[config.mk]
export PLATFORM = sky130hd
export DESIGN_NAME = ufw_uart
export DESIGN_NICKNAME = d
export VERILOG_FILES = /design/src/design/ufw_pkg.sv /design/src/design/ufw_uart.sv
export SDC_FILE = /design/constraint.sdc
export NUM_CORES = 1
export LEC_CHECK = 0
export BUFFER_PORTS_ARGS = -buffer_cell sky130_fd_sc_hd__buf_2
export CAP_MARGIN = 20
export CORE_AREA = 5 5 154 119
export CTS_BUF_LIST = sky130_fd_sc_hd__clkbuf_8
export DETAILED_ROUTE_END_ITERATION = 12
export DIE_AREA = 0 0 159 124
export GPL_ROUTABILITY_DRIVEN = 0
export PLACE_DENSITY = 0.67
export RECOVER_POWER = 100
export SLEW_MARGIN = 15
export SYNTH_ARGS = -nofsm -noshare
export SYNTH_HDL_FRONTEND = slang
export SYNTH_SLANG_ARGS = --single-unit
[constraint.sdc]
create_clock -name CLOCK_IN -period 9.41 [get_ports CLOCK_IN]
set_input_delay 1.882 -clock CLOCK_IN [delete_from_list [all_inputs] [get_ports CLOCK_IN]]
set_output_delay 1.882 -clock CLOCK_IN [all_outputs]
set_load 0.02 [all_outputs]
[src/design/ufw_pkg.sv]
// Package of register map, field positions, reset values and codes for the UART frame block
package ufw_pkg;

  // ----------------------------------------------------------------
  // Register offsets (byte addresses, one word each)
  // ----------------------------------------------------------------
  localparam logic [4:0] OFS_MODE      = 5'h00;
  localparam logic [4:0] OFS_CONTROL   = 5'h04;
  localparam logic [4:0] OFS_MODE_TWO  = 5'h08;
  localparam logic [4:0] OFS_DATA      = 5'h0c;
  localparam logic [4:0] OFS_BAUD      = 5'h10;
  localparam logic [4:0] OFS_IRQ_STAT  = 5'h14;
  localparam logic [4:0] OFS_IRQ_MASK  = 5'h18;
  localparam logic [4:0] OFS_STATUS    = 5'h1c;

  // ----------------------------------------------------------------
  // Field positions
  // ----------------------------------------------------------------
  localparam int MODE_SEL_LO     = 0;
  localparam int MODE_SEL_HI     = 1;
  localparam int MODE_TX_NINTH   = 2;
  localparam int MODE_WAKEUP     = 3;
  localparam int MODE_RX_ENABLE  = 4;
  localparam int CTRL_PAR_EN     = 0;
  localparam int CTRL_PAR_EVEN   = 1;
  localparam int CTRL_RX_NINTH   = 2;
  localparam int CTRL_PAR_ERR    = 3;
  localparam int CTRL_FRAME_ERR  = 4;
  localparam int MODE2_STOP_LEN  = 0;
  localparam int MODE2_OPEN_DRN  = 1;
  localparam int IRQ_TX_DONE     = 0;
  localparam int IRQ_RX_DONE     = 1;
  localparam int IRQ_RX_ERROR    = 2;
  localparam int STAT_TX_BUSY    = 0;
  localparam int STAT_RX_BUSY    = 1;

  // ----------------------------------------------------------------
  // Reset values and sizes
  // ----------------------------------------------------------------
  localparam logic [4:0]  MODE_RESET   = 5'h00;
  localparam logic [1:0]  CTRL_RESET   = 2'h0;
  localparam logic [1:0]  MODE2_RESET  = 2'h0;
  localparam logic [15:0] BAUD_RESET   = 16'h01b2;
  localparam logic [2:0]  IRQ_RESET    = 3'h0;
  localparam int          FRAME_W      = 12;
  localparam int          PAYLOAD_W    = 10;

  // ----------------------------------------------------------------
  // Mode select codes
  // ----------------------------------------------------------------
  typedef enum logic [1:0] {
    MODE_OFF   = 2'b00,
    MODE_UART7 = 2'b01,
    MODE_UART8 = 2'b10,
    MODE_UART9 = 2'b11
  } ufw_mode_type;

endpackage

[src/design/ufw_uart.sv]
// UART channel with 7/8/9-bit frames, parity, stop length and wake-up filter
//
// Notes on behaviour
// - Mode select 01 runs 7-bit asynchronous frames.
// - In 7 and 8-bit modes a parity bit is sent only when enabled.
// - Parity is even or odd per the polarity bit, both sent and checked.
// - Stop bit count follows the stop length bit of mode register two.
// - Mode select 10 runs 8-bit asynchronous frames.
// - Mode select 11 runs 9-bit asynchronous frames.
// - In 9-bit mode the transmit ninth bit is sent as data bit 8.
// - In 9-bit mode the received bit 8 is stored in the control register.
// - A wake-up enable bit exists for 9-bit slave filtering.
// - In 9-bit mode with wake-up on, receive interrupt only for frames whose ninth bit is 1.
`timescale 1ns/1ps
module ufw_uart #(
  parameter int BAUD_W = 16
) (
  // Clock and reset
  input  wire logic        CLOCK_IN,
  input  wire logic        RST_IN,
  // Register port
  input  wire logic [4:0]  REG_ADDR_IN,
  input  wire logic [31:0] REG_WDATA_IN,
  input  wire logic        REG_WR_IN,
  input  wire logic        REG_RD_IN,
  output logic      [31:0] REG_RDATA_OUT,
  // Serial pins
  input  wire logic        SERIAL_IN_PIN_IN,
  output logic             SERIAL_OUT_PIN_OUT,
  output logic             SERIAL_OUT_OE_OUT,
  // Interrupt
  output logic             IRQ_OUT
);

  // ----------------------------------------------------------------
  // Functions
  // ----------------------------------------------------------------
  // Data bits carried by each mode, ninth bit counted in 9-bit mode
  function automatic logic [3:0] data_bits(input logic [1:0] m);
    unique case (ufw_pkg::ufw_mode_type'(m))
      ufw_pkg::MODE_UART7: data_bits = 4'h7;
      ufw_pkg::MODE_UART8: data_bits = 4'h8;
      ufw_pkg::MODE_UART9: data_bits = 4'h9;
      ufw_pkg::MODE_OFF:   data_bits = 4'h0;
    endcase
  endfunction

  // Parity bit for the low n bits of d
  function automatic logic parity_of(input logic [8:0] d, input logic [3:0] n,
                                     input logic even);
    logic acc;
    acc = 1'b0;
    for (int i = 0; i < 9; i++) begin
      if (4'(i) < n) begin
        acc = acc ^ d[i];
      end
    end
    parity_of = even ? acc : ~acc;
  endfunction

  // ----------------------------------------------------------------
  // Registers
  // ----------------------------------------------------------------
  logic [4:0]        mode_reg;
  logic [1:0]        ctrl_reg;
  logic [1:0]        mode2_reg;
  logic [BAUD_W-1:0] baud_reg;
  logic [2:0]        irq_stat_reg;
  logic [2:0]        irq_mask_reg;
  logic [7:0]        rx_data_reg;
  logic              rx_ninth_reg;
  logic              par_err_reg;
  logic              frame_err_reg;
  logic [31:0]       rdata_reg;

  logic [1:0] mode_sel;
  logic [3:0] nbits;
  logic       par_on;
  logic       stop_two;
  logic       wr_data;
  logic       tx_done_evt;
  logic       rx_done_evt;
  logic       rx_err_evt;

  assign mode_sel = mode_reg[ufw_pkg::MODE_SEL_HI:ufw_pkg::MODE_SEL_LO];
  assign nbits    = data_bits(mode_sel);
  // Parity only in 7/8-bit modes; 9-bit mode ignores the enable bit
  assign par_on   = ctrl_reg[ufw_pkg::CTRL_PAR_EN] &&
                    (mode_sel != ufw_pkg::MODE_UART9);
  assign stop_two = mode2_reg[ufw_pkg::MODE2_STOP_LEN];
  assign wr_data  = REG_WR_IN && (REG_ADDR_IN == ufw_pkg::OFS_DATA);

  always_ff @(posedge CLOCK_IN) begin
    if (RST_IN) begin
      mode_reg     <= ufw_pkg::MODE_RESET;
      ctrl_reg     <= ufw_pkg::CTRL_RESET;
      mode2_reg    <= ufw_pkg::MODE2_RESET;
      baud_reg     <= BAUD_W'(ufw_pkg::BAUD_RESET);
      irq_mask_reg <= ufw_pkg::IRQ_RESET;
    end else if (REG_WR_IN) begin
      unique case (REG_ADDR_IN)
        ufw_pkg::OFS_MODE:     mode_reg     <= REG_WDATA_IN[4:0];
        ufw_pkg::OFS_CONTROL:  ctrl_reg     <= REG_WDATA_IN[1:0];
        ufw_pkg::OFS_MODE_TWO: mode2_reg    <= REG_WDATA_IN[1:0];
        ufw_pkg::OFS_BAUD:     baud_reg     <= REG_WDATA_IN[BAUD_W-1:0];
        ufw_pkg::OFS_IRQ_MASK: irq_mask_reg <= REG_WDATA_IN[2:0];
        default:               ;
      endcase
    end
  end

  // Sticky status; a new event wins over a write-one clear in the same cycle
  always_ff @(posedge CLOCK_IN) begin
    if (RST_IN) begin
      irq_stat_reg <= ufw_pkg::IRQ_RESET;
    end else begin
      irq_stat_reg <= (irq_stat_reg &
                       ~((REG_WR_IN && REG_ADDR_IN == ufw_pkg::OFS_IRQ_STAT) ?
                         REG_WDATA_IN[2:0] : 3'h0)) |
                      {rx_err_evt, rx_done_evt, tx_done_evt};
    end
  end

  assign IRQ_OUT = |(irq_stat_reg & irq_mask_reg);

  // ----------------------------------------------------------------
  // Transmitter
  // ----------------------------------------------------------------
  logic [ufw_pkg::FRAME_W-1:0]   tx_frame;
  logic [ufw_pkg::FRAME_W-1:0]   tx_shift_reg;
  logic [ufw_pkg::PAYLOAD_W-1:0] tx_payload;
  logic [3:0]                    tx_len;
  logic [3:0]                    tx_left_reg;
  logic [BAUD_W-1:0]             tx_cnt_reg;
  logic                          tx_busy_reg;
  logic                          tx_out_reg;

  // Payload: data LSB first, then parity or ninth bit
  always_comb begin
    tx_payload = '0;
    for (int i = 0; i < 8; i++) begin
      if (4'(i) < nbits) begin
        tx_payload[i] = REG_WDATA_IN[i];
      end
    end
    if (mode_sel == ufw_pkg::MODE_UART9) begin
      tx_payload[8] = mode_reg[ufw_pkg::MODE_TX_NINTH];
    end else if (par_on) begin
      tx_payload[nbits] = parity_of({1'b0, REG_WDATA_IN[7:0]}, nbits,
                                    ctrl_reg[ufw_pkg::CTRL_PAR_EVEN]);
    end
  end

  // Frame: start low, payload, then high stop bits fill the rest
  always_comb begin
    tx_frame = '1;
    tx_frame[0] = 1'b0;
    for (int i = 0; i < ufw_pkg::PAYLOAD_W; i++) begin
      if (4'(i) < nbits + 4'(par_on)) begin
        tx_frame[i + 1] = tx_payload[i];
      end
    end
  end

  // Total bits: start + payload + one or two stops
  assign tx_len = 4'h1 + nbits + 4'(par_on) + (stop_two ? 4'h2 : 4'h1);

  // Writes while a frame is in flight are dropped; there is no second buffer
  always_ff @(posedge CLOCK_IN) begin
    if (RST_IN) begin
      tx_busy_reg  <= 1'b0;
      tx_shift_reg <= '1;
      tx_left_reg  <= 4'h0;
      tx_cnt_reg   <= '0;
      tx_out_reg   <= 1'b1;
    end else if (!tx_busy_reg) begin
      tx_out_reg <= 1'b1;
      if (wr_data && mode_sel != ufw_pkg::MODE_OFF) begin
        tx_busy_reg  <= 1'b1;
        tx_shift_reg <= tx_frame >> 1;
        tx_out_reg   <= tx_frame[0];
        tx_left_reg  <= tx_len - 4'h1;
        tx_cnt_reg   <= '0;
      end
    end else if (tx_cnt_reg >= baud_reg - BAUD_W'(1)) begin
      tx_cnt_reg <= '0;
      if (tx_left_reg == 4'h0) begin
        tx_busy_reg <= 1'b0;
        tx_out_reg  <= 1'b1;
      end else begin
        tx_out_reg   <= tx_shift_reg[0];
        tx_shift_reg <= {1'b1, tx_shift_reg[ufw_pkg::FRAME_W-1:1]};
        tx_left_reg  <= tx_left_reg - 4'h1;
      end
    end else begin
      tx_cnt_reg <= tx_cnt_reg + BAUD_W'(1);
    end
  end

  // Pulse as the last stop bit time ends
  assign tx_done_evt = tx_busy_reg && tx_left_reg == 4'h0 &&
                       tx_cnt_reg >= baud_reg - BAUD_W'(1);

  // Open-drain option drives only the low level so slaves can share a line
  assign SERIAL_OUT_PIN_OUT = mode2_reg[ufw_pkg::MODE2_OPEN_DRN] ? 1'b0 : tx_out_reg;
  assign SERIAL_OUT_OE_OUT  = mode2_reg[ufw_pkg::MODE2_OPEN_DRN] ? ~tx_out_reg : 1'b1;

  // ----------------------------------------------------------------
  // Receiver
  // ----------------------------------------------------------------
  typedef enum logic [1:0] {
    RX_IDLE  = 2'b00,
    RX_START = 2'b01,
    RX_BITS  = 2'b10,
    RX_STOP  = 2'b11
  } ufw_rx_state_type;

  ufw_rx_state_type              rx_state_reg;
  logic                          rx_meta_reg;
  logic                          rx_sync_reg;
  logic                          rx_prev_reg;
  logic [BAUD_W-1:0]             rx_cnt_reg;
  logic [3:0]                    rx_idx_reg;
  logic [ufw_pkg::PAYLOAD_W-1:0] rx_shift_reg;
  logic [3:0]                    rx_need;
  logic                          rx_tick;
  logic                          rx_ninth;
  logic                          rx_par_bad;
  logic                          rx_stop_ok;

  // Two flops before any logic sees the pin
  always_ff @(posedge CLOCK_IN) begin
    if (RST_IN) begin
      rx_meta_reg <= 1'b1;
      rx_sync_reg <= 1'b1;
      rx_prev_reg <= 1'b1;
    end else begin
      rx_meta_reg <= SERIAL_IN_PIN_IN;
      rx_sync_reg <= rx_meta_reg;
      rx_prev_reg <= rx_sync_reg;
    end
  end

  assign rx_need  = nbits + 4'(par_on);
  assign rx_tick  = (rx_state_reg == RX_START) ? (rx_cnt_reg >= (baud_reg >> 1))
                                               : (rx_cnt_reg >= baud_reg - BAUD_W'(1));
  assign rx_ninth = rx_shift_reg[8];
  assign rx_par_bad = par_on &&
                      (rx_shift_reg[nbits] != parity_of(rx_shift_reg[8:0], nbits,
                       ctrl_reg[ufw_pkg::CTRL_PAR_EVEN]));
  assign rx_stop_ok = rx_sync_reg;

  always_ff @(posedge CLOCK_IN) begin
    if (RST_IN) begin
      rx_state_reg <= RX_IDLE;
      rx_cnt_reg   <= '0;
      rx_idx_reg   <= 4'h0;
      rx_shift_reg <= '0;
    end else begin
      rx_cnt_reg <= rx_tick ? '0 : rx_cnt_reg + BAUD_W'(1);
      unique case (rx_state_reg)
        RX_IDLE: begin
          rx_cnt_reg <= '0;
          if (mode_reg[ufw_pkg::MODE_RX_ENABLE] && mode_sel != ufw_pkg::MODE_OFF &&
              rx_prev_reg && !rx_sync_reg) begin
            rx_state_reg <= RX_START;
          end
        end
        RX_START: begin
          // Recheck at mid start bit so glitches do not start a frame
          if (rx_tick) begin
            rx_state_reg <= rx_sync_reg ? RX_IDLE : RX_BITS;
            rx_idx_reg   <= 4'h0;
            rx_shift_reg <= '0;
          end
        end
        RX_BITS: begin
          if (rx_tick) begin
            rx_shift_reg[rx_idx_reg] <= rx_sync_reg;
            rx_idx_reg <= rx_idx_reg + 4'h1;
            if (rx_idx_reg + 4'h1 == rx_need) begin
              rx_state_reg <= RX_STOP;
            end
          end
        end
        RX_STOP: begin
          // Only the first stop bit is checked, so back to back frames work
          if (rx_tick) begin
            rx_state_reg <= RX_IDLE;
          end
        end
      endcase
    end
  end

  logic rx_end;
  assign rx_end = (rx_state_reg == RX_STOP) && rx_tick;

  always_ff @(posedge CLOCK_IN) begin
    if (RST_IN) begin
      rx_data_reg   <= 8'h00;
      rx_ninth_reg  <= 1'b0;
      par_err_reg   <= 1'b0;
      frame_err_reg <= 1'b0;
    end else if (rx_end) begin
      rx_data_reg   <= (mode_sel == ufw_pkg::MODE_UART7) ?
                       {1'b0, rx_shift_reg[6:0]} : rx_shift_reg[7:0];
      par_err_reg   <= rx_par_bad;
      frame_err_reg <= !rx_stop_ok;
      if (mode_sel == ufw_pkg::MODE_UART9) begin
        rx_ninth_reg <= rx_ninth;
      end
    end
  end

  // Wake-up filter drops the done and error events of frames with ninth bit 0; data and error flags still load
  logic rx_filtered;
  assign rx_filtered = (mode_sel == ufw_pkg::MODE_UART9) &&
                       mode_reg[ufw_pkg::MODE_WAKEUP] && !rx_ninth;
  assign rx_done_evt = rx_end && !rx_filtered;
  assign rx_err_evt  = rx_end && !rx_filtered && (rx_par_bad || !rx_stop_ok);

  // ----------------------------------------------------------------
  // Read port
  // ----------------------------------------------------------------
  always_ff @(posedge CLOCK_IN) begin
    if (RST_IN) begin
      rdata_reg <= 32'h0000_0000;
    end else if (REG_RD_IN) begin
      unique case (REG_ADDR_IN)
        ufw_pkg::OFS_MODE:     rdata_reg <= {27'h0, mode_reg};
        ufw_pkg::OFS_CONTROL:  rdata_reg <= {27'h0, frame_err_reg, par_err_reg,
                                             rx_ninth_reg, ctrl_reg};
        ufw_pkg::OFS_MODE_TWO: rdata_reg <= {30'h0, mode2_reg};
        ufw_pkg::OFS_DATA:     rdata_reg <= {24'h0, rx_data_reg};
        ufw_pkg::OFS_BAUD:     rdata_reg <= 32'(baud_reg);
        ufw_pkg::OFS_IRQ_STAT: rdata_reg <= {29'h0, irq_stat_reg};
        ufw_pkg::OFS_IRQ_MASK: rdata_reg <= {29'h0, irq_mask_reg};
        ufw_pkg::OFS_STATUS:   rdata_reg <= {30'h0, rx_state_reg != RX_IDLE, tx_busy_reg};
        default:               rdata_reg <= 32'h0000_0000;
      endcase
    end else begin
      rdata_reg <= 32'h0000_0000;
    end
  end

  assign REG_RDATA_OUT = rdata_reg;

endmodule

==> impl_metrics.env, run 1 <==
export IMPL_num_nets_final=1002
export IMPL_status="finished with violations"
export IMPL_drc=0
export IMPL_wl_per_cell_um=16.8
export IMPL_max_cap_viol_count=2
export IMPL_grt_pass1_vias=5912
export IMPL_max_slew_margin_rel=-0.755
export IMPL_worstPathArrival_ns=5.95
export IMPL_combPwrFrac=0.044
export IMPL_insertion_delay_ns=0.45
export IMPL_drive_above_1_share=0.0823
export IMPL_final_core_util=0.483
export IMPL_worst_slew_pin_slew_ns=2.63
export IMPL_path_cells="buf_2 -> clkbuf_1 -> inv_1 -> nand3_1 -> a21oi_1"
export IMPL_layout_common_cells="127 x dfxtp_1, 105 x nand2_1, 64 x nor2_1, 63 x a21oi_1, 60 x ha_1"
export IMPL_async_flop_share=0
export IMPL_skew_ns=0.0142
export IMPL_crit_required_ns=9.71
export IMPL_r2r_start="baud_reg[3]"
export IMPL_period_share=0.600
export IMPL_setup_tns_ns=0
export IMPL_path_class="primary input to flip-flop"
export IMPL_hold_viol_final=0
export IMPL_r2r_cells=13
export IMPL_p_sw_mw=0.270
export IMPL_numCtsBuffers=17
export IMPL_layout_cells_non_filler=1126
export IMPL_power_leakage_nw=3.05
export IMPL_die_area_mm2=0.0197
export IMPL_final_area_mm2=0.00800
export IMPL_drt_first_iter_violations=497
export IMPL_diodes=0
export IMPL_dp_cells=1094
export IMPL_crit_path_start_kind="primary input"
export IMPL_slowest_stage="clkbuf_1"
export IMPL_netlist_area_mm2=0.00730
export IMPL_hold_start="rx_meta_reg"
export IMPL_postCtsHoldBufs=0
export IMPL_rsz0062_at_grt="false"
export IMPL_clockRootBuffer="clkbuf_8"
export IMPL_ys_flop_type="dfxtp_1"
export IMPL_ant_nets=0
export IMPL_io_pins=77
export IMPL_fin_crit_ns=5.65
export IMPL_die_h_um=124
export IMPL_post_cts_buffers=0
export IMPL_grt_util_all_layers=0.191
export IMPL_synth_warnings=0
export IMPL_grt_pass1_wl_um=30600
export IMPL_pwr_share_clk=0.472
export IMPL_r2r_end="tx_left_reg[1]"
export IMPL_io_buffers=44
export IMPL_die_w_um=159
export IMPL_final_common_cell="dfxtp_1"
export IMPL_first_pass_iters=5
export IMPL_ff2ff_setup_slack_ns=4.46
export IMPL_synth_area_per_cell_um2=8.37
export IMPL_postCtsResizedCells=0
export IMPL_p_per_area_mw_per_mm2=140
export IMPL_row_count=41
export IMPL_drt_total_wl_um=18900
export IMPL_slew_violations=71
export IMPL_syn_inst=873
export IMPL_vias_per_cell=5.54
export IMPL_area_delta_synth_final_pct=9.54
export IMPL_max_freq_mhz=177
export IMPL_ys_seq_elements=127
export IMPL_start_util=0.441
export IMPL_whs_path_depth=1
export IMPL_cts_sinks=127
export IMPL_cts_clk_slew_worst_paths_ns=0.08
export IMPL_clockBufferDepth=2
export IMPL_grt_max_degree=56
export IMPL_grt_ovfl_total=0
export IMPL_cts_tree="done"
export IMPL_setup_ws_ns=3.76
export IMPL_internal_power_mw=0.848
export IMPL_hold_path_class="flip-flop to flip-flop"
export IMPL_hold_path_end="rx_stop_ok"
export IMPL_core_region_area_mm2=0.0166
export IMPL_failed_checks="max-capacitance violations, max-slew violations"
export IMPL_synth_edf_count=0
export IMPL_max_stage_delay_ns=1.86
export IMPL_dpl_hpwl_um=14000
export IMPL_vias=6239
export IMPL_ys_seq_area_frac=0.348
export IMPL_placed_cell_area_mm2=0.00760
export IMPL_setup_viol=0
export IMPL_cp_end_kind="flip-flop"
export IMPL_h_tree_depth=4
export IMPL_p_sw_frac=0.242
export IMPL_antenna_found_initial=0
export IMPL_ys_types=69
export IMPL_cp_max_fo=55
export IMPL_ir_drop_v=0.0000809
export IMPL_dp_slack_ns=4.86
export IMPL_p_seq_frac=0.483
synthesized netlist by cell type (all sizes together), types with 18 or more instances:
cell type	number	area share
and3	18	0.016
xor2	18	0.022
buf	21	0.022
nand3	34	0.023
clkbuf	37	0.019
xnor2	35	0.042
a21oi	63	0.043
nor2	65	0.034
nand2	105	0.054
dfxtp	127	0.35
o211ai	18	0.018
o21ai	43	0.029
inv	40	0.021
nor3	19	0.013
ha	60	0.10
layer usage:
layer	part of all wire	global-route usage
met2	0.45	0.303
met4	0.015	0.0575
met1	0.48	0.270
met5	0	0
met3	0.052	0.0288
through the flow:
stage	power, mW	hold WS, ns
floorplan	0.590	0.389
CTS	1.13	0.417
detailed placement	0.602	0.398
global route	1.15	0.442
global placement	0.601	0.394
finish	1.12	0.417
power by group through the flow:
stage	clock network, mW	logic, mW	registers [mW]
6_report	0.528	0.0493	0.541
3_5_place_dp	0	0.0486	0.553
4_1_cts	0.536	0.0489	0.540
2_1_floorplan	0	0.0372	0.552
5_1_grt	0.559	0.0540	0.541
3_3_place_gp	0	0.0482	0.553
cell families (layout without fill, tap and decap cells):
logic type	Yosys count	count (layout)	share of synthesized area
adder cells (fa/ha/maj)	62	62	0.108
other	1	16	0.000513
multiplexers	19	19	0.0284
XOR/XNOR	54	54	0.0666
buffers and inverters	98	121	0.0611
AND/OR/NAND/NOR	305	305	0.202
AO/OA/AOI/OAI	207	207	0.185
flip-flops	127	127	0.348
critical path, delay by kind of cell:
| kind | cells | cell delay [ns] |
|---|---|---|
| AND/OR/NAND/NOR | 1 | 0.82 |
| AO/OA/AOI/OAI | 1 | 0.10 |
| buffers and inverters | 3 | 3.14 |
how the worst max path moves through the flow:
stage	from	endpoint	slack (ns)	depth (start not counted)
after floorplan	REG_ADDR_IN[1]	tx_shift_reg[7]	5.69	7
after global placement	baud_reg[3]	rx_cnt_reg[15]	4.97	14
after detailed placement	baud_reg[2]	rx_cnt_reg[3]	4.86	14
after CTS	baud_reg[2]	rx_cnt_reg[4]	4.86	14
after global routing	RST_IN	REG_RDATA_OUT[0]	3.45	5
final	RST_IN	REG_RDATA_OUT[0]	3.76	5
area by class of cell:
cell class | count | area (µm²)
timing repair buffer | 49 | 223
multi-input combinational | 663 | 4380
tap | 215 | 269
clock buffer | 18 | 248
sequential | 127 | 2540
clock inverter | 14 | 191
fill | 1636 | 8570
inverter | 40 | 150
Power figures use the tool's default switching activity.
==> run 2, diff against run 1 <==
PLACE_DENSITY = 0.69   (was 0.67)
clock period = 4.9 ns   (was 9.41 ns; I/O delays follow)
==> run 2 against run 1 <==
  * The run still ends with max-capacitance violations, max-slew violations left
  * Sequential share of layout area increased by 0.21 points
  * Routed wire length fell by 0.90%
  * Combinational power rose by 91%
  * Clock skew is 0.0012 ns lower
  * Flip-flop and latch count stayed put
  * Worst setup slack got worse by 3.3 ns
  * Sequential power increased by 92%
  * Core utilization is 0.31 points lower
  * Design area decreased by 0.64%
  * First-iteration DRC count fell by 8.0%
  * Clock power rose by 73%
  * Global-route usage fell by 0.15 points
==> impl_metrics.env, run 2 (same netlist as run 1, synthesis figures left out) <==
export IMPL_status="finished with violations"
export IMPL_failed_checks="max-capacitance violations, max-slew violations"
export IMPL_max_stage_delay_ns=0.60
export IMPL_p_per_area_mw_per_mm2=257
export IMPL_die_h_um=124
export IMPL_drt_first_iter_violations=457
export IMPL_max_slew_margin_rel=-0.333
export IMPL_cts_tree="done"
export IMPL_num_nets_final=1006
export IMPL_post_cts_buffers=0
export IMPL_setup_tns_ns=0
export IMPL_slew_violations=44
export IMPL_setup_viol=0
export IMPL_fin_crit_ns=4.43
export IMPL_core_region_area_mm2=0.0166
export IMPL_finalPower_mw=2.05
export IMPL_postCtsHoldBufs=0
export IMPL_start_util=0.441
export IMPL_grt_max_degree=44
export IMPL_cts_sinks=127
export IMPL_grt_ovfl_total=0
export IMPL_antenna_found_initial=0
export IMPL_row_count=41
export IMPL_rsz0062_at_grt="false"
export IMPL_max_cap_viol_count=1
export IMPL_ir_drop_v=0.000160
export IMPL_path_cells="nor4_1 -> nand2_1 -> nor4_1 -> nand2_1 -> nor2_1 -> xnor2_1 -> ha_1 -> a21oi_1 -> o21ai_0 -> a211o_1 -> a211oi_1 -> or2_2 -> o211ai_1 -> clkbuf_2 -> nor2_1"
export IMPL_hold_viol_final=0
export IMPL_numCtsBuffers=17
export IMPL_h_tree_depth=4
export IMPL_cp_top_family="simple AND/OR/NAND/NOR gates"
export IMPL_wl_per_cell_um=16.5
export IMPL_hold_path_class="flip-flop to flip-flop"
export IMPL_grt_pass1_wl_um=30200
export IMPL_vias_per_cell=5.65
export IMPL_io_buffers=44
export IMPL_slowest_stage="a211oi_1"
export IMPL_path_class="flip-flop to flip-flop"
export IMPL_first_pass_iters=7
export IMPL_worst_slew_pin_slew_ns=2.00
export IMPL_postCtsResizedCells=0
export IMPL_final_common_cell="dfxtp_1"
export IMPL_clockBufferDepth=2
export IMPL_diodes=0
export IMPL_period_share=0.904
export IMPL_crit_path_start_kind="flip-flop"
export IMPL_grt_pass1_vias=5809
export IMPL_drt_total_wl_um=18700
export IMPL_grt_util_all_layers=0.189
export IMPL_cp_end_kind="flip-flop"
export IMPL_clockRootBuffer="clkbuf_8"
export IMPL_area_delta_synth_final_pct=8.84
export IMPL_ant_nets=0
export IMPL_vias=6383
export IMPL_cp_max_fo=16
export IMPL_worstPathArrival_ns=4.82
export IMPL_max_freq_mhz=226
export IMPL_layout_common_cells="127 x dfxtp_1, 105 x nand2_1, 64 x nor2_1, 63 x a21oi_1, 60 x ha_1"
export IMPL_nFillCells=1664
export IMPL_skew_ns=0.0130
export IMPL_power_leakage_nw=3.02
export IMPL_die_area_mm2=0.0197
export IMPL_io_pins=77
export IMPL_insertion_delay_ns=0.46
export IMPL_die_w_um=159
export IMPL_crit_buf_inv=1
export IMPL_crit_required_ns=5.29
export IMPL_cts_clk_slew_worst_paths_ns=0.08
export IMPL_drc=0
export IMPL_dpl_hpwl_um=13800
export IMPL_drive_above_1_share=0.0820
[run 2: final timing paths]
path,start,slack (ns),end,depth (start not counted)
worst max register to register,baud_reg[2],0.47,rx_cnt_reg[4],15
worst min register to register,rx_meta_reg,0.41,rx_stop_ok,1
worst max-delay path,baud_reg[2],0.47,rx_cnt_reg[4],15
worst min-delay path,rx_meta_reg,0.41,rx_stop_ok,1
[run 2: worst register-to-register path, cell delays in order (launching register included)]
cell	delay, ns
dfxtp_1	0.38
nor4_1	0.55
nand2_1	0.15
nor4_1	0.38
nand2_1	0.17
nor2_1	0.14
xnor2_1	0.23
ha_1	0.34
a21oi_1	0.15
o21ai_0	0.12
a211o_1	0.24
a211oi_1	0.60
or2_2	0.31
o211ai_1	0.14
clkbuf_2	0.30
nor2_1	0.17
[run 2: routing by layer]
layer,vias up,GRT usage,part of all wire
met5,-,0,0
met4,0,0.0661,0.021
met3,40,0.0344,0.053
met2,162,0.297,0.45
met1,3017,0.264,0.48
li1,3164,-,-
[run 2: area by class of cell]
cell class / count / area [µm²] / area share
Sequential cell: 127 / 2540 / 0.320
Tap cell: 215 / 269 / 0.0338
Timing Repair Buffer: 53 / 244 / 0.0307
Inverter: 40 / 150 / 0.0189
Clock inverter: 14 / 144 / 0.0181
Clock buffer: 18 / 248 / 0.0312
Multi-Input combinational cell: 663 / 4350 / 0.548
[run 2: per-stage QoR]
| step | instances | hold WS [ns] | area (µm²) | setup WS (ns) | utilization |
|---|---|---|---|---|---|
| after floorplan | 888 | 0.389 | 7360 | 1.30 | - |
| final | 1130 | 0.411 | 7950 | 0.470 | 0.480 |
| after detailed placement | 1098 | 0.393 | 7630 | 0.596 | 0.460 |
| after global placement | 1098 | 0.392 | 7630 | 0.644 | 0.460 |
| after global routing | 1130 | 0.431 | 7950 | 0.119 | 0.480 |
| after CTS | 1130 | 0.410 | 8020 | 0.598 | 0.484 |
[run 2: report_power, final]
group	internal [mW]	total, mW	switching (mW)
logic	0.0264	0.0944	0.0680
registers	1.03	1.04	0.00376
clock network	0.462	0.914	0.452
total	1.52	2.05	0.523
==> run 3, diff against run 2 <==
CELL_PAD_IN_SITES_DETAIL_PLACEMENT = 0   (was not set)
CELL_PAD_IN_SITES_GLOBAL_PLACEMENT = 1   (was not set)
CORE_AREA = 5 5 159 123   (was 5 5 154 119)
DIE_AREA = 0 0 164 128   (was 0 0 159 124)
PLACE_DENSITY = 0.82   (was 0.69)
==> run 3 against run 2 <==
  * Via count down 2.5%
  * The run now ends clean
  * Maximum frequency up 1.7%
  * Worst setup slack better by 0.075 ns
  * Final cell count up 3.1%
  * Sequential power about the same
  * Critical endpoint is now tx_left_reg[0]
  * Largest cell class unchanged
  * Hold slack better by 0.0039 ns
  * Clock power up 8.1%
  * Critical path type unchanged
  * Design area up 1.2%
==> impl_metrics.env, run 3 (same netlist as run 1, synthesis figures left out) <==
export IMPL_slowest_stage="nor4_1"
export IMPL_cp_max_fo=12
export IMPL_die_h_um=128
export IMPL_antenna_found_initial=0
export IMPL_status="finished, final reports clean"
export IMPL_die_w_um=164
export IMPL_grt_util_all_layers=0.182
export IMPL_ir_drop_v=0.000136
export IMPL_cp_end_kind="flip-flop"
export IMPL_grt_ovfl_total=0
export IMPL_drc=0
export IMPL_row_count=43
export IMPL_rsz0062_at_grt="false"
export IMPL_first_pass_iters=5
export IMPL_max_slew_margin_rel=0.0548
export IMPL_period_share=0.889
export IMPL_vias=6225
export IMPL_diodes=0
export IMPL_insertion_delay_ns=0.45
export IMPL_drt_first_iter_violations=469
export IMPL_clockBufferDepth=2
export IMPL_hold_worst_slack_ns=0.415
export IMPL_worst_slew_pin_slew_ns=1.42
export IMPL_cts_clk_slew_worst_paths_ns=0.08
export IMPL_path_class="flip-flop to flip-flop"
export IMPL_dp_slack_ns=0.641
export IMPL_dpl_hpwl_um=14100
export IMPL_crit_buf_inv=1
export IMPL_max_cap_viol_count=0
export IMPL_postCtsHoldBufs=0
export IMPL_skew_ns=0.0107
export IMPL_io_buffers=44
export IMPL_crit_required_ns=5.25
export IMPL_start_util=0.406
export IMPL_slew_violations=0
export IMPL_post_cts_buffers=0
export IMPL_grt_max_degree=30
export IMPL_setup_tns_ns=0
export IMPL_setup_viol=0
export IMPL_setup_ws_ns=0.545
export IMPL_h_tree_depth=4
export IMPL_grt_pass1_wl_um=30300
export IMPL_cp_top_family="simple AND/OR/NAND/NOR gates"
export IMPL_hold_path_class="flip-flop to flip-flop"
export IMPL_num_nets_final=1009
export IMPL_wl_per_cell_um=16.3
export IMPL_grt_pass1_vias=5640
export IMPL_max_freq_mhz=230
export IMPL_finalPower_mw=2.12
export IMPL_core_region_area_mm2=0.0180
export IMPL_power_leakage_nw=3.06
export IMPL_numCtsBuffers=17
export IMPL_p_per_area_mw_per_mm2=263
export IMPL_ant_nets=0
export IMPL_worstPathArrival_ns=4.71
export IMPL_fin_crit_ns=4.35
export IMPL_die_area_mm2=0.0210
export IMPL_hold_viol_final=0
export IMPL_path_cells="nor4_1 -> nand2_1 -> nor4_1 -> nand2_1 -> nor2_1 -> xnor2_1 -> ha_1 -> nand4_1 -> a211oi_1 -> a2111o_1 -> a211oi_1 -> clkbuf_1 -> a2111oi_0 -> a211oi_1"
export IMPL_final_common_cell="dfxtp_1"
export IMPL_max_stage_delay_ns=0.56
export IMPL_crit_path_start_kind="flip-flop"
export IMPL_area_delta_synth_final_pct=10.2
export IMPL_vias_per_cell=5.34
export IMPL_postCtsResizedCells=0
export IMPL_drive_above_1_share=0.0784
export IMPL_drt_total_wl_um=19000
export IMPL_cts_sinks=127
export IMPL_clockRootBuffer="clkbuf_8"
export IMPL_layout_common_cells="127 x dfxtp_1, 105 x nand2_1, 64 x nor2_1, 63 x a21oi_1, 60 x ha_1"
export IMPL_cpMostUsedCell="a211oi_1"
export IMPL_nFillCells=1864
export IMPL_io_pins=77
export IMPL_cts_tree="done"
==> run 3: cell count changes in the layout (fill, tap and decap cells not counted), moves of 2 or more <==
cell	before	now
clkinv_4	3	1
clkinvlp_4	5	2
bufinv_16	2	4
inv_1	40	43
clkbuf_1	25	28
==> run 3: power by group <==
| part | switching (mW) | total (mW) | internal [mW] |
|---|---|---|---|
| sequential | 0.00376 | 1.04 | 1.03 |
| combinational | 0.0683 | 0.0944 | 0.0261 |
| clock | 0.429 | 0.988 | 0.559 |
==> run 3: path summary, 6_finish.rpt <==
kind,cells past startpoint,slack [ns],endpoint,from
max,14,0.55,tx_left_reg[0],baud_reg[2]
min,1,0.41,rx_stop_ok,rx_meta_reg
max reg2reg,14,0.55,tx_left_reg[0],baud_reg[2]
min reg2reg,1,0.41,rx_stop_ok,rx_meta_reg
==> run 3: metrics by stage <==
step | util | instances | area [µm²]
after global routing | 0.448 | 1165 | 8050
final | 0.448 | 1165 | 8050
after CTS | 0.451 | 1165 | 8110
after global placement | 0.428 | 1133 | 7690
after detailed placement | 0.428 | 1133 | 7690
after floorplan | - | 888 | 7360
==> run 3: cell type report <==
class / count / area [µm²] / area share
Sequential cell: 127 / 2540 / 0.316
Clock inverter: 14 / 175 / 0.0218
Tap cell: 247 / 309 / 0.0384
Clock buffer: 18 / 248 / 0.0308
Multi-Input combinational cell: 663 / 4370 / 0.543
Timing Repair Buffer: 56 / 255 / 0.0317
Inverter: 40 / 150 / 0.0187
==> run 3: metal layers <==
layer / vias to the layer above / part of all wire / GRT usage
met4: 0 / 0.012 / 0.0439
met1: 2952 / 0.50 / 0.268
li1: 3148 / - / -
met3: 19 / 0.038 / 0.0373
met5: - / 0 / 0
met2: 106 / 0.45 / 0.272
